**config.mk**
```make
export PLATFORM = sky130hd
export DESIGN_NAME = lccf_core
export DESIGN_NICKNAME = d
export VERILOG_FILES = /design/src/hdl/lccf_pkg.sv /design/src/hdl/lccf_conv_timer.sv /design/src/hdl/lccf_core.sv /design/src/hdl/lccf_fault_count.sv
export SDC_FILE = /design/constraint.sdc
export NUM_CORES = 1
export LEC_CHECK = 0
export BUFFER_PORTS_ARGS = -buffer_cell sky130_fd_sc_hd__buf_2
export CELL_PAD_IN_SITES_DETAIL_PLACEMENT = 0
export CELL_PAD_IN_SITES_GLOBAL_PLACEMENT = 1
export CORE_UTILIZATION = 50
export CTS_CLUSTER_DIAMETER = 100
export DETAILED_ROUTE_END_ITERATION = 7
export GPL_TIMING_DRIVEN = 1
export PLACE_DENSITY_LB_ADDON = 0.1
export SLEW_MARGIN = 20
export SYNTH_ARGS = -nofsm -noshare
export SYNTH_HDL_FRONTEND = slang
export SYNTH_SLANG_ARGS = --single-unit
```
**constraint.sdc**
```tcl
create_clock -name clock -period 9.3 [get_ports clock]
set_input_delay 1.86 -clock clock [delete_from_list [all_inputs] [get_ports clock]]
set_output_delay 1.86 -clock clock [all_outputs]
set_load 0.05 [all_outputs]
```
**src/hdl/lccf_pkg.sv**
```systemverilog
// Shared constants, types and helper functions of the light conversion control block.
package lccf_pkg;
   // Register addresses.
   localparam logic [7:0]  ADDR_RESULT  = 8'h00;
   localparam logic [7:0]  ADDR_CONFIG  = 8'h01;
   localparam logic [7:0]  ADDR_LOW     = 8'h02;
   localparam logic [7:0]  ADDR_HIGH    = 8'h03;
   // Reset values.
   localparam logic [15:0] CONFIG_RESET = 16'hc810;
   localparam logic [15:0] RESULT_RESET = 16'h0000;
   localparam logic [15:0] LOW_RESET    = 16'h0000;
   localparam logic [15:0] HIGH_RESET   = 16'hffff;
   // Configuration field positions.
   localparam int RANGE_MSB = 15;
   localparam int RANGE_LSB = 12;
   localparam int CT_BIT    = 11;
   localparam int MODE_MSB  = 10;
   localparam int MODE_LSB  = 9;
   localparam int OVF_BIT   = 8;
   localparam int CRF_BIT   = 7;
   localparam int FH_BIT    = 6;
   localparam int FL_BIT    = 5;
   localparam int LATCH_BIT = 4;
   localparam int POL_BIT   = 3;
   localparam int ME_BIT    = 2;
   localparam int FC_MSB    = 1;
   localparam int FC_LSB    = 0;
   // Mode and range codes.
   localparam logic [1:0]  MODE_SHUTDOWN = 2'h0;
   localparam logic [1:0]  MODE_SINGLE   = 2'h1;
   localparam logic [3:0]  RANGE_AUTO    = 4'hc;
   localparam logic [3:0]  RANGE_MAX     = 4'hb;
   localparam logic [3:0]  RANGE_MIN     = 4'h0;
   localparam logic [3:0]  RANGE_DROP1   = 4'h5;
   localparam logic [3:0]  RANGE_DROP2   = 4'h1;
   localparam logic [11:0] MASK_FULL     = 12'hfff;
   localparam logic [11:0] MASK_DROP1    = 12'hffe;
   localparam logic [11:0] MASK_DROP2    = 12'hffc;
   localparam logic [11:0] MASK_DROP3    = 12'hff8;
   localparam logic [3:0]  FAULT_MAX     = 4'h8;
   // Conversion timing.
   localparam int unsigned CONV_SHORT_MS = 100;
   localparam int unsigned CONV_LONG_MS  = 800;
   localparam int unsigned CLK_KHZ       = 125000;
   localparam int          CONV_CNT_W    = 27;

   typedef enum logic [1:0] {
      ST_IDLE = 2'b01,
      ST_CONV = 2'b10
   } lccf_state_type;

   // Expands an exponent and mantissa word into a linear value for comparison.
   // Wide enough for reserved exponents too, so an all-ones high limit is never exceeded.
   function automatic logic [26:0] lux_value(input logic [15:0] v);
      lux_value = {15'h0000, v[11:0]} << v[15:12];
   endfunction

   // Consecutive faults needed for each fault repeat code.
   function automatic logic [3:0] fault_need(input logic [1:0] sel);
      case (sel)
         2'h0:    fault_need = 4'h1;
         2'h1:    fault_need = 4'h2;
         2'h2:    fault_need = 4'h4;
         default: fault_need = 4'h8;
      endcase
   endfunction

   // Mantissa bits that stay meaningful for a given time and range.
   function automatic logic [11:0] res_mask(input logic short_time, input logic [3:0] range);
      if (!short_time || range > RANGE_DROP1)
         res_mask = MASK_FULL;
      else if (range == RANGE_DROP1)
         res_mask = MASK_DROP1;
      else if (range >= RANGE_DROP2)
         res_mask = MASK_DROP2;
      else
         res_mask = MASK_DROP3;
   endfunction
endpackage

```
**src/hdl/lccf_conv_timer.sv**
```systemverilog
// Conversion period timer with restart and abort.
`timescale 1ns/1ps
`default_nettype none
module lccf_conv_timer
   import lccf_pkg::*;
#(
   parameter int unsigned SHORT_CYC = 12500000,
   parameter int unsigned LONG_CYC  = 100000000,
   parameter int          CNT_W     = 27
) (
   // Clock and control.
   input  wire logic clock,
   input  wire logic rst_b,
   input  wire logic ce,
   // Timer requests.
   input  wire logic start,
   input  wire logic abort,
   input  wire logic long_sel,
   // Period end.
   output logic      done
);
   logic             busy_reg;
   logic [CNT_W-1:0] cnt_reg;
   logic [CNT_W-1:0] last_reg;

   assign done = busy_reg && (cnt_reg == last_reg);

   always_ff @(posedge clock) begin
      if (!rst_b) begin
         busy_reg <= 1'b0;
         cnt_reg  <= '0;
         last_reg <= '0;
      end else if (ce) begin
         if (start) begin
            busy_reg <= 1'b1;
            cnt_reg  <= '0;
            last_reg <= long_sel ? CNT_W'(LONG_CYC - 1) : CNT_W'(SHORT_CYC - 1);
         end else if (abort || done) begin
            busy_reg <= 1'b0;
         end else if (busy_reg) begin
            cnt_reg <= cnt_reg + 1'b1;
         end
      end
   end
endmodule
`default_nettype wire

```
**src/hdl/lccf_core.sv**
```systemverilog
// Conversion control, ranging and status flags of the light sensor.
`timescale 1ns/1ps
`default_nettype none
//
// Overview of operation
// - Conversions last 100 ms with time select 0, 800 ms with 1.
// - Conversion time select resets to 1, the long time.
// - Short time at ranges 5 and below loses one to three result bits.
// - Result format and bit weight do not depend on conversion time.
// - Mode 00 shutdown, 01 single shot, 10 or 11 continuous.
// - Mode field resets to shutdown.
// - Single shot reads 01 while converting, then returns to 00 itself.
// - Entering shutdown leaves ready, high and low flags untouched.
// - Overload flag is re-evaluated at every measurement.
// - Manual range reports any overload seen during the conversion.
// - Automatic ranging reports overload only at the highest range.
// - Automatic ranging aborts, steps range up and restarts on overload below the top range.
// - Ready flag sets at conversion end, clears on config read or non-shutdown write.
// - High flag sets after enough consecutive results above high threshold.
// - Low flag sets after enough consecutive results below low threshold.
// - Status flags are read-only and reset to zero.
// - Fault repeat code selects one, two, four or eight faults.
// - Config write aborts a running conversion and starts one if asked.
// - Range code 1100b is automatic, lower codes fixed, higher reserved.
module lccf_core
   import lccf_pkg::*;
#(
   parameter int unsigned CONV_SHORT_CYC = CONV_SHORT_MS * CLK_KHZ,
   parameter int unsigned CONV_LONG_CYC  = CONV_LONG_MS * CLK_KHZ
) (
   // Clock and control.
   input  wire logic        clock,
   input  wire logic        rst_b,
   input  wire logic        ce,
   // Decoded register access from the serial interface.
   input  wire logic [7:0]  reg_addr,
   input  wire logic        reg_wr,
   input  wire logic [15:0] reg_wdata,
   input  wire logic        reg_rd,
   output logic [15:0]      reg_rdata,
   output logic             reg_rvalid,
   // Converter front end.
   output logic             adc_start,
   output logic [3:0]       adc_range,
   output logic             conv_active,
   input  wire logic        adc_overload,
   input  wire logic [11:0] adc_mantissa
);
   lccf_state_type state_reg;
   logic [3:0]     range_reg;
   logic           ct_reg;
   logic [1:0]     mode_reg;
   logic           ovf_reg;
   logic           crf_reg;
   logic           fh_reg;
   logic           fl_reg;
   logic           latch_reg;
   logic           pol_reg;
   logic           me_reg;
   logic [1:0]     fc_reg;
   logic [15:0]    low_reg;
   logic [15:0]    high_reg;
   logic [15:0]    result_reg;
   logic [3:0]     cur_range_reg;
   logic           ct_used_reg;
   logic           ovl_seen_reg;
   logic [15:0]    rdata_reg;
   logic           rvalid_reg;

   logic           cfg_wr;
   logic           cfg_rd;
   logic [1:0]     mode_w;
   logic           auto_range;
   logic           continuous;
   logic           step_up;
   logic           tmr_done;
   logic           done_ok;
   logic           tmr_start;
   logic           start_ct;
   logic [3:0]     start_range;
   logic [15:0]    result_next;
   logic           ovl_any;
   logic           hi_trip;
   logic           lo_trip;

   assign cfg_wr      = reg_wr && (reg_addr == ADDR_CONFIG);
   assign cfg_rd      = reg_rd && (reg_addr == ADDR_CONFIG);
   assign mode_w      = reg_wdata[MODE_MSB:MODE_LSB];
   assign auto_range  = (range_reg == RANGE_AUTO);
   assign continuous  = mode_reg[1];
   assign ovl_any     = ovl_seen_reg || adc_overload;

   // An overload in automatic ranging below the top range restarts at once, it never completes.
   assign step_up     = (state_reg == ST_CONV) && auto_range && adc_overload
                        && (cur_range_reg != RANGE_MAX) && !cfg_wr;
   assign done_ok     = tmr_done && (state_reg == ST_CONV) && !cfg_wr && !step_up;

   // A config write wins over a period end in the same cycle, since it aborts that conversion.
   assign tmr_start   = (cfg_wr && (mode_w != MODE_SHUTDOWN))
                        || step_up
                        || (done_ok && continuous);
   assign start_ct    = cfg_wr ? reg_wdata[CT_BIT] : ct_reg;
   assign start_range = cfg_wr ? ((reg_wdata[RANGE_MSB:RANGE_LSB] == RANGE_AUTO) ?
                                  RANGE_MIN : reg_wdata[RANGE_MSB:RANGE_LSB])
                               : (auto_range ? RANGE_MIN : range_reg);
   assign result_next = {cur_range_reg, adc_mantissa & res_mask(!ct_used_reg, cur_range_reg)};

   assign adc_start   = tmr_start;
   assign adc_range   = cur_range_reg;
   assign conv_active = (state_reg == ST_CONV);
   assign reg_rdata   = rdata_reg;
   assign reg_rvalid  = rvalid_reg;

   lccf_conv_timer #(
      .SHORT_CYC (CONV_SHORT_CYC),
      .LONG_CYC  (CONV_LONG_CYC),
      .CNT_W     (CONV_CNT_W)
   ) u_timer (
      .clock    (clock),
      .rst_b    (rst_b),
      .ce       (ce),
      .start    (tmr_start),
      .abort    (cfg_wr),
      .long_sel (start_ct),
      .done     (tmr_done)
   );

   lccf_fault_count u_high (
      .clock      (clock),
      .rst_b      (rst_b),
      .ce         (ce),
      .strobe     (done_ok),
      .fault      (lux_value(result_next) > lux_value(high_reg)),
      .repeat_sel (fc_reg),
      .trip       (hi_trip)
   );

   lccf_fault_count u_low (
      .clock      (clock),
      .rst_b      (rst_b),
      .ce         (ce),
      .strobe     (done_ok),
      .fault      (lux_value(result_next) < lux_value(low_reg)),
      .repeat_sel (fc_reg),
      .trip       (lo_trip)
   );

   // Conversion state.
   always_ff @(posedge clock) begin
      if (!rst_b) begin
         state_reg <= ST_IDLE;
      end else if (ce) begin
         case (state_reg)
            ST_IDLE: begin
               if (tmr_start)
                  state_reg <= ST_CONV;
            end
            ST_CONV: begin
               if (cfg_wr && (mode_w == MODE_SHUTDOWN))
                  state_reg <= ST_IDLE;
               else if (done_ok && !continuous)
                  state_reg <= ST_IDLE;
            end
            default: begin
               state_reg <= ST_IDLE;
            end
         endcase
      end
   end

   // Writable configuration fields.
   always_ff @(posedge clock) begin
      if (!rst_b) begin
         range_reg <= CONFIG_RESET[RANGE_MSB:RANGE_LSB];
         ct_reg    <= CONFIG_RESET[CT_BIT];
         mode_reg  <= CONFIG_RESET[MODE_MSB:MODE_LSB];
         latch_reg <= CONFIG_RESET[LATCH_BIT];
         pol_reg   <= CONFIG_RESET[POL_BIT];
         me_reg    <= CONFIG_RESET[ME_BIT];
         fc_reg    <= CONFIG_RESET[FC_MSB:FC_LSB];
      end else if (ce) begin
         if (cfg_wr) begin
            range_reg <= reg_wdata[RANGE_MSB:RANGE_LSB];
            ct_reg    <= reg_wdata[CT_BIT];
            mode_reg  <= mode_w;
            latch_reg <= reg_wdata[LATCH_BIT];
            pol_reg   <= reg_wdata[POL_BIT];
            me_reg    <= reg_wdata[ME_BIT];
            fc_reg    <= reg_wdata[FC_MSB:FC_LSB];
         end else if (done_ok && (mode_reg == MODE_SINGLE)) begin
            mode_reg <= MODE_SHUTDOWN;
         end
      end
   end

   // Threshold registers.
   always_ff @(posedge clock) begin
      if (!rst_b) begin
         low_reg  <= LOW_RESET;
         high_reg <= HIGH_RESET;
      end else if (ce && reg_wr) begin
         if (reg_addr == ADDR_LOW)
            low_reg <= reg_wdata;
         if (reg_addr == ADDR_HIGH)
            high_reg <= reg_wdata;
      end
   end

   // Range of the running conversion and the overload seen within it.
   always_ff @(posedge clock) begin
      if (!rst_b) begin
         cur_range_reg <= RANGE_MIN;
         ct_used_reg   <= CONFIG_RESET[CT_BIT];
         ovl_seen_reg  <= 1'b0;
      end else if (ce) begin
         if (step_up) begin
            cur_range_reg <= cur_range_reg + 4'h1;
            ovl_seen_reg  <= 1'b0;
         end else if (tmr_start) begin
            cur_range_reg <= start_range;
            ct_used_reg   <= start_ct;
            ovl_seen_reg  <= 1'b0;
         end else if (conv_active && adc_overload) begin
            ovl_seen_reg <= 1'b1;
         end
      end
   end

   // Result and overload flag, both refreshed only at a completed conversion.
   always_ff @(posedge clock) begin
      if (!rst_b) begin
         result_reg <= RESULT_RESET;
         ovf_reg    <= 1'b0;
      end else if (ce && done_ok) begin
         result_reg <= result_next;
         // In automatic ranging a completion with overload can only happen at the top range.
         ovf_reg    <= ovl_any;
      end
   end

   // Ready flag; a new completion wins over a clear in the same cycle.
   always_ff @(posedge clock) begin
      if (!rst_b) begin
         crf_reg <= 1'b0;
      end else if (ce) begin
         if (done_ok)
            crf_reg <= 1'b1;
         else if (cfg_rd || (cfg_wr && (mode_w != MODE_SHUTDOWN)))
            crf_reg <= 1'b0;
      end
   end

   // Threshold flags stay set until the host reads the configuration.
   always_ff @(posedge clock) begin
      if (!rst_b) begin
         fh_reg <= 1'b0;
         fl_reg <= 1'b0;
      end else if (ce) begin
         if (hi_trip)
            fh_reg <= 1'b1;
         else if (cfg_rd)
            fh_reg <= 1'b0;
         if (lo_trip)
            fl_reg <= 1'b1;
         else if (cfg_rd)
            fl_reg <= 1'b0;
      end
   end

   // Register read port, one cycle of latency.
   always_ff @(posedge clock) begin
      if (!rst_b) begin
         rdata_reg  <= 16'h0000;
         rvalid_reg <= 1'b0;
      end else if (ce) begin
         rvalid_reg <= reg_rd;
         if (reg_rd) begin
            case (reg_addr)
               ADDR_RESULT: rdata_reg <= result_reg;
               ADDR_CONFIG: rdata_reg <= {range_reg, ct_reg, mode_reg, ovf_reg, crf_reg, fh_reg, fl_reg,
                                          latch_reg, pol_reg, me_reg, fc_reg};
               ADDR_LOW:    rdata_reg <= low_reg;
               ADDR_HIGH:   rdata_reg <= high_reg;
               default:     rdata_reg <= 16'h0000;
            endcase
         end
      end
   end
endmodule
`default_nettype wire

```
**src/hdl/lccf_fault_count.sv**
```systemverilog
// Consecutive threshold fault counter.
`timescale 1ns/1ps
`default_nettype none
module lccf_fault_count
   import lccf_pkg::*;
(
   // Clock and control.
   input  wire logic       clock,
   input  wire logic       rst_b,
   input  wire logic       ce,
   // Measurement input.
   input  wire logic       strobe,
   input  wire logic       fault,
   input  wire logic [1:0] repeat_sel,
   // Fault run reached.
   output logic            trip
);
   logic [3:0] cnt_reg;

   // A run counts only while every measurement faults; one good result restarts it.
   assign trip = strobe && fault && ((cnt_reg + 4'h1) >= fault_need(repeat_sel));

   always_ff @(posedge clock) begin
      if (!rst_b) begin
         cnt_reg <= 4'h0;
      end else if (ce && strobe) begin
         if (!fault)
            cnt_reg <= 4'h0;
         else if (cnt_reg < FAULT_MAX)
            cnt_reg <= cnt_reg + 4'h1;
      end
   end
endmodule
`default_nettype wire

```
==> results of run 1 <==
-- report_power, final --
| group | internal [mW] | switching [mW] |
|---|---|---|
| Clock | 0.453 | 0.272 |
| Combinational | 0.0294 | 0.0558 |
| Sequential | 0.549 | 0.000621 |
| Total | 1.03 | 0.329 |
-- cell usage in the layout, fill, tap and decap left out, drive strengths merged, types with 22 or more instances in the layout --
cell type    n
inv         24
nand2      173
nand3       83
a22oi       23
a21oi      108
dfxtp      128
o211ai      22
mux2i       77
o21ai       41
nor2       100
buf         75
ha          66
-- stage by stage --
step                power (mW)  utilization  std cells  setup slack [ps]  hold WS, ps
global route              1.40        0.562       1475              3190          484
CTS                       1.37        0.562       1475              3530          460
global placement         0.645        0.528       1443              3630          436
floorplan                0.613            -       1219              3950          427
detailed placement       0.645        0.528       1443              3550          448
finish                    1.36        0.562       1475              3520          458
-- kinds of logic (layout without fill, tap and decap cells) --
family,after synthesis,count (layout),share of synthesized area
XOR/XNOR,9,9,0.00822
flip-flops,128,128,0.267
AO/OA/AOI/OAI,297,297,0.211
multiplexers,103,103,0.121
adder cells (fa/ha/maj),66,66,0.0861
buffers and inverters,106,128,0.0470
AND/OR/NAND/NOR,510,510,0.259
-- layout make-up --
class,instances,area (um^2),share of cell area
Clock buffer,17,425,0.0403
Sequential cell,128,2560,0.243
Tap cell,234,293,0.0278
Inverter,21,78.8,0.00747
Timing Repair Buffer,75,403,0.0382
Clock inverter,15,206,0.0196
Multi-Input combinational cell,985,6580,0.624
-- worst reg2reg max path, stage by stage, from the launching register on --
cell and delay [ps]:
dfxtp_1 320, buf_4 300, clkinv_1 340, ha_1 300, nand2b_1 150, o311ai_2 110, a311oi_1 690, nor3_1 120
a21oi_1 250, ha_1 310, a41o_1 220, a21o_1 170, a2111oi_0 390, o21bai_1 100, a21oi_1 520, nand2_2 210
o31ai_1 270
-- worst paths after layout --
path / start / end / slack, ps / cells after the start
worst min-delay path: result_reg[15]$_SDFFE_PN0P_ / result_reg[15]$_SDFFE_PN0P_ / 460 / 2
worst min register to register: result_reg[15]$_SDFFE_PN0P_ / result_reg[15]$_SDFFE_PN0P_ / 460 / 2
worst max-delay path: reg_addr[7] / adc_start / 3520 / 6
worst max register to register: adc_range[1]$_SDFFE_PN0P_ / fl_reg$_SDFFE_PN0P_ / 4460 / 16
-- metal layers --
metal / vias up / GRT usage / wire (um)
li1: 4490 / - / -
met1: 4350 / 0.454 / 14400
met2: 345 / 0.462 / 13000
met3: 52 / 0.0489 / 2000
met4: 0 / 0.108 / 786
met5: - / 0 / 0
==> results.cfg, run 1 <==
[global_routing]
grt_pass1_wl_mm = 47.4
grt.total_usage = 0.311
grt_max_degree = 74
first_global_vias = 8236
gr-total-overflow = 0
antenna_found_initial = 0

[detailed_routing]
drc_errors = 0
detail_route.wl_per_cell_um = 20.4
drtPass1Iterations = 5
ant_nets = 0
dr_total_vias = 9237
drt-total-wl_mm = 30.1
vias_per_cell = 6.26
drtIter0Drc = 860

[clocking]
post_cts_resized = 0
cts_root_buffer = clkbuf_16
post_cts_buffers = 0
cts_max_path_buffers = 2
numCtsBuffers = 17
htreeDepth = 4
cts.clk_slew.worst_paths_ps = 60
cts_sinks = 128
cts_tree = built
clk_latency_ps = 430
cts_hold_buf = 0

[sta]
clock_skew_ps = 11.9
period_needed_ps = 5780
tightestPinTransition_ps = 1070
slew_viol_final = 0
rsz0062_at_grt = no
setup_violations = 0
max_freq_ghz = 0.173
hold_viol_final = 0
maxSlewHeadroom = 0.283
finalCritPeriodShare = 0.622
setup_tns_ps = 0

[floorplan]
die_y_um = 140
coreArea_mm2 = 0.0188
rows = 50
start_util = 0.511
dieWidth_um = 140
io_pins = 65
die_area_mm2 = 0.0197

[synthesis]
syn_inst = 1219
synth_seq_cells = 128
ys_seq_area_frac = 0.267
synth_top_area_frac = 0.267
synth_area_leaders = dfxtp_1, ha_1, mux2i_1
synth_area_mm2 = 0.00959
yosys_most_used_dff = dfxtp_1
ys_warn_count = 0
synthTopCellsByCount = nand2_1, dfxtp_1, a21oi_1, nor2_1, nand3_1
yosysMostFrequentCell = nand2_1
yosysTopAreaCell = dfxtp_1
ys_types = 78
synth-edff-count = 0
syn_area_per_cell_um2 = 7.87
async_reset_ff_frac = 0
synth_fp_nets = 1327

[finish]
drive_above_1_share = 0.133
final_net_count = 1336
n_fill_cell = 1794
n_antenna_cell = 0
largest_register_ffs = 27
area_growth_pct = 9.99
fin_area_mm2 = 0.0105

[critical_path]
crit_path_frequent_cell = buf_2
critPathCaptureType = output port
crit_fanout = 14
critPathKind = in2out
critPathTopFamily = simple AND/OR/NAND/NOR gates
crit_required_ps = 7440
crit_buf_inv = 2
slowest_stage = nand4_1
critPathLaunchType = input pin
crit_chain = buf_2, nor4_1, nand4_1, nor3_1, nor2_1, buf_2
cp_data_arrival_time_ps = 3920
cp_slowest_stage_delay_ps = 630

[hold_path]
hp-class = reg2reg

[place]
post-dp-hpwl_mm = 22.6
postPlaceCellArea_mm2 = 0.00991
io_buffer_count = 64
gp_congestion = 0.974

[flow_run]
drv_cap = 0

[power]
peakVddDrop_mv = 0.134
power_density_mw_per_mm2 = 129
p_leak_nw = 4.22

[run_status]
status = complete, no violations
No activity file was read; power rests on OpenSTA's default activity.
==> inputs of run 2 (changes only) <==
--- a/config.mk
+++ b/config.mk
@@ -8,7 +8,7 @@
 export BUFFER_PORTS_ARGS = -buffer_cell sky130_fd_sc_hd__buf_2
 export CELL_PAD_IN_SITES_DETAIL_PLACEMENT = 0
 export CELL_PAD_IN_SITES_GLOBAL_PLACEMENT = 1
-export CORE_UTILIZATION = 50
+export CORE_UTILIZATION = 46
 export CTS_CLUSTER_DIAMETER = 100
 export DETAILED_ROUTE_END_ITERATION = 7
 export GPL_TIMING_DRIVEN = 1
==> constraint.sdc (replaced) <==
create_clock -name clock -period 5.9 [get_ports clock]
set_input_delay 1.18 -clock clock [delete_from_list [all_inputs] [get_ports clock]]
set_output_delay 1.18 -clock clock [all_outputs]
set_load 0.05 [all_outputs]
==> results.cfg, run 2 (synthesis gave the netlist of run 1 again) <==
[detailed_routing]
ant_nets = 0
drc_errors = 0
drtIter0Drc = 622
drt-total-wl_mm = 31.0
detail_route.wl_per_cell_um = 20.5
drtPass1Iterations = 5
dr_total_vias = 9191
vias_per_cell = 6.07

[clocking]
cts.clk_slew.worst_paths_ps = 60
clk_latency_ps = 430
numCtsBuffers = 17
cts_root_buffer = clkbuf_16
cts_hold_buf = 0
cts_max_path_buffers = 2
htreeDepth = 4
cts_tree = built
cts_sinks = 128
post_cts_resized = 0
post_cts_buffers = 0

[critical_path]
cp_data_arrival_time_ps = 4940
crit_fanout = 27
critPathCaptureType = flip-flop
critPathKind = reg2reg
crit_required_ps = 6240
critPathLaunchType = flip-flop

[floorplan]
die_area_mm2 = 0.0214
coreArea_mm2 = 0.0204
die_y_um = 146
start_util = 0.471
rows = 52
dieWidth_um = 146
io_pins = 65

[place]
postPlaceCellArea_mm2 = 0.00998
io_buffer_count = 64
gp_congestion = 0.950
post-dp-hpwl_mm = 23.4
preCtsSetupSlack_ps = 1360

[finish]
drive_above_1_share = 0.135
layout_commonest_cell = nand2_1
largest_register_ffs = 27
n_fill_cell = 1995
fin_area_mm2 = 0.0106
mostFrequentLayoutCells = nand2_1, dfxtp_1, a21oi_1
n_antenna_cell = 0
final_net_count = 1339
area_growth_pct = 10.4

[sta]
rsz0062_at_grt = no
setup_slack_ps = 1300
finalCritPeriodShare = 0.780
slew_viol_final = 0
max_freq_ghz = 0.217
period_needed_ps = 4600
setup_violations = 0
whs_ps = 448
hold_viol_final = 0
maxSlewHeadroom = 0.321
setup_tns_ps = 0
clock_skew_ps = 12.2
tightestPinTransition_ps = 1010

[global_routing]
grt_pass1_wl_mm = 49.1
first_global_vias = 8550
antenna_found_initial = 0
gr-total-overflow = 0
grt.total_usage = 0.294
grt_max_degree = 75

[power]
power_density_mw_per_mm2 = 192
peakVddDrop_mv = 0.211
p_leak_nw = 4.20
total_power_mw = 2.03

[run_status]
status = complete, no violations

[hold_path]
hp-class = reg2reg

[flow_run]
drv_cap = 0
-- run 2: per-stage QoR --
stage / std cells / util
floorplan: 1219 / -
global placement: 1481 / 0.490
detailed placement: 1481 / 0.490
CTS: 1513 / 0.518
global route: 1514 / 0.520
finish: 1514 / 0.520
-- run 2: critical path: stages, from the launching register on --
cell and delay, ps:
dfxtp_1 310, buf_4 290, clkinv_1 320, ha_1 310, nand2b_1 160, o311ai_2 100
a311oi_1 600, nor3_1 110, a21oi_1 290, ha_1 320, a41o_1 220, a21o_1 160
a2111oi_0 410, o21bai_1 110, a21oi_1 400, nand2_2 160, o31ai_1 250
-- run 2: area by class of cell --
type                    instances  area [um^2]  area share
flip-flops and latches        128         2560       0.242
multi-input cells             985         6580       0.622
inverters                      21         78.8     0.00745
repair buffers                 78          445      0.0421
clock inverters                12          111      0.0105
well taps                     270          338      0.0319
clock buffers                  20          467      0.0441
-- run 2: path summary, 6_finish.rpt --
kind | slack [ps] | from | endpoint | cells past startpoint
setup reg to reg | 1300 | adc_range[0]$_SDFFE_PN0P_ | fl_reg$_SDFFE_PN0P_ | 16
setup / recovery | 1300 | adc_range[0]$_SDFFE_PN0P_ | fl_reg$_SDFFE_PN0P_ | 16
hold reg to reg | 450 | result_reg[14]$_SDFFE_PN0P_ | result_reg[14]$_SDFFE_PN0P_ | 2
hold / removal | 450 | result_reg[14]$_SDFFE_PN0P_ | result_reg[14]$_SDFFE_PN0P_ | 2
-- run 2: metal layers --
layer / share of wire / wire length [um] / vias up / global-route usage
met5: 0 / 0 / - / 0
met4: 0.024 / 757 / 0 / 0.0953
met3: 0.053 / 1640 / 39 / 0.0416
met2: 0.44 / 13600 / 293 / 0.455
met1: 0.48 / 15000 / 4356 / 0.419
li1: - / - / 4503 / -
-- run 2: where the power goes --
group	total (mW)	switching [mW]	internal, mW
clock	1.03	0.413	0.612
combinational	0.136	0.0895	0.0465
sequential	0.866	0.000971	0.865
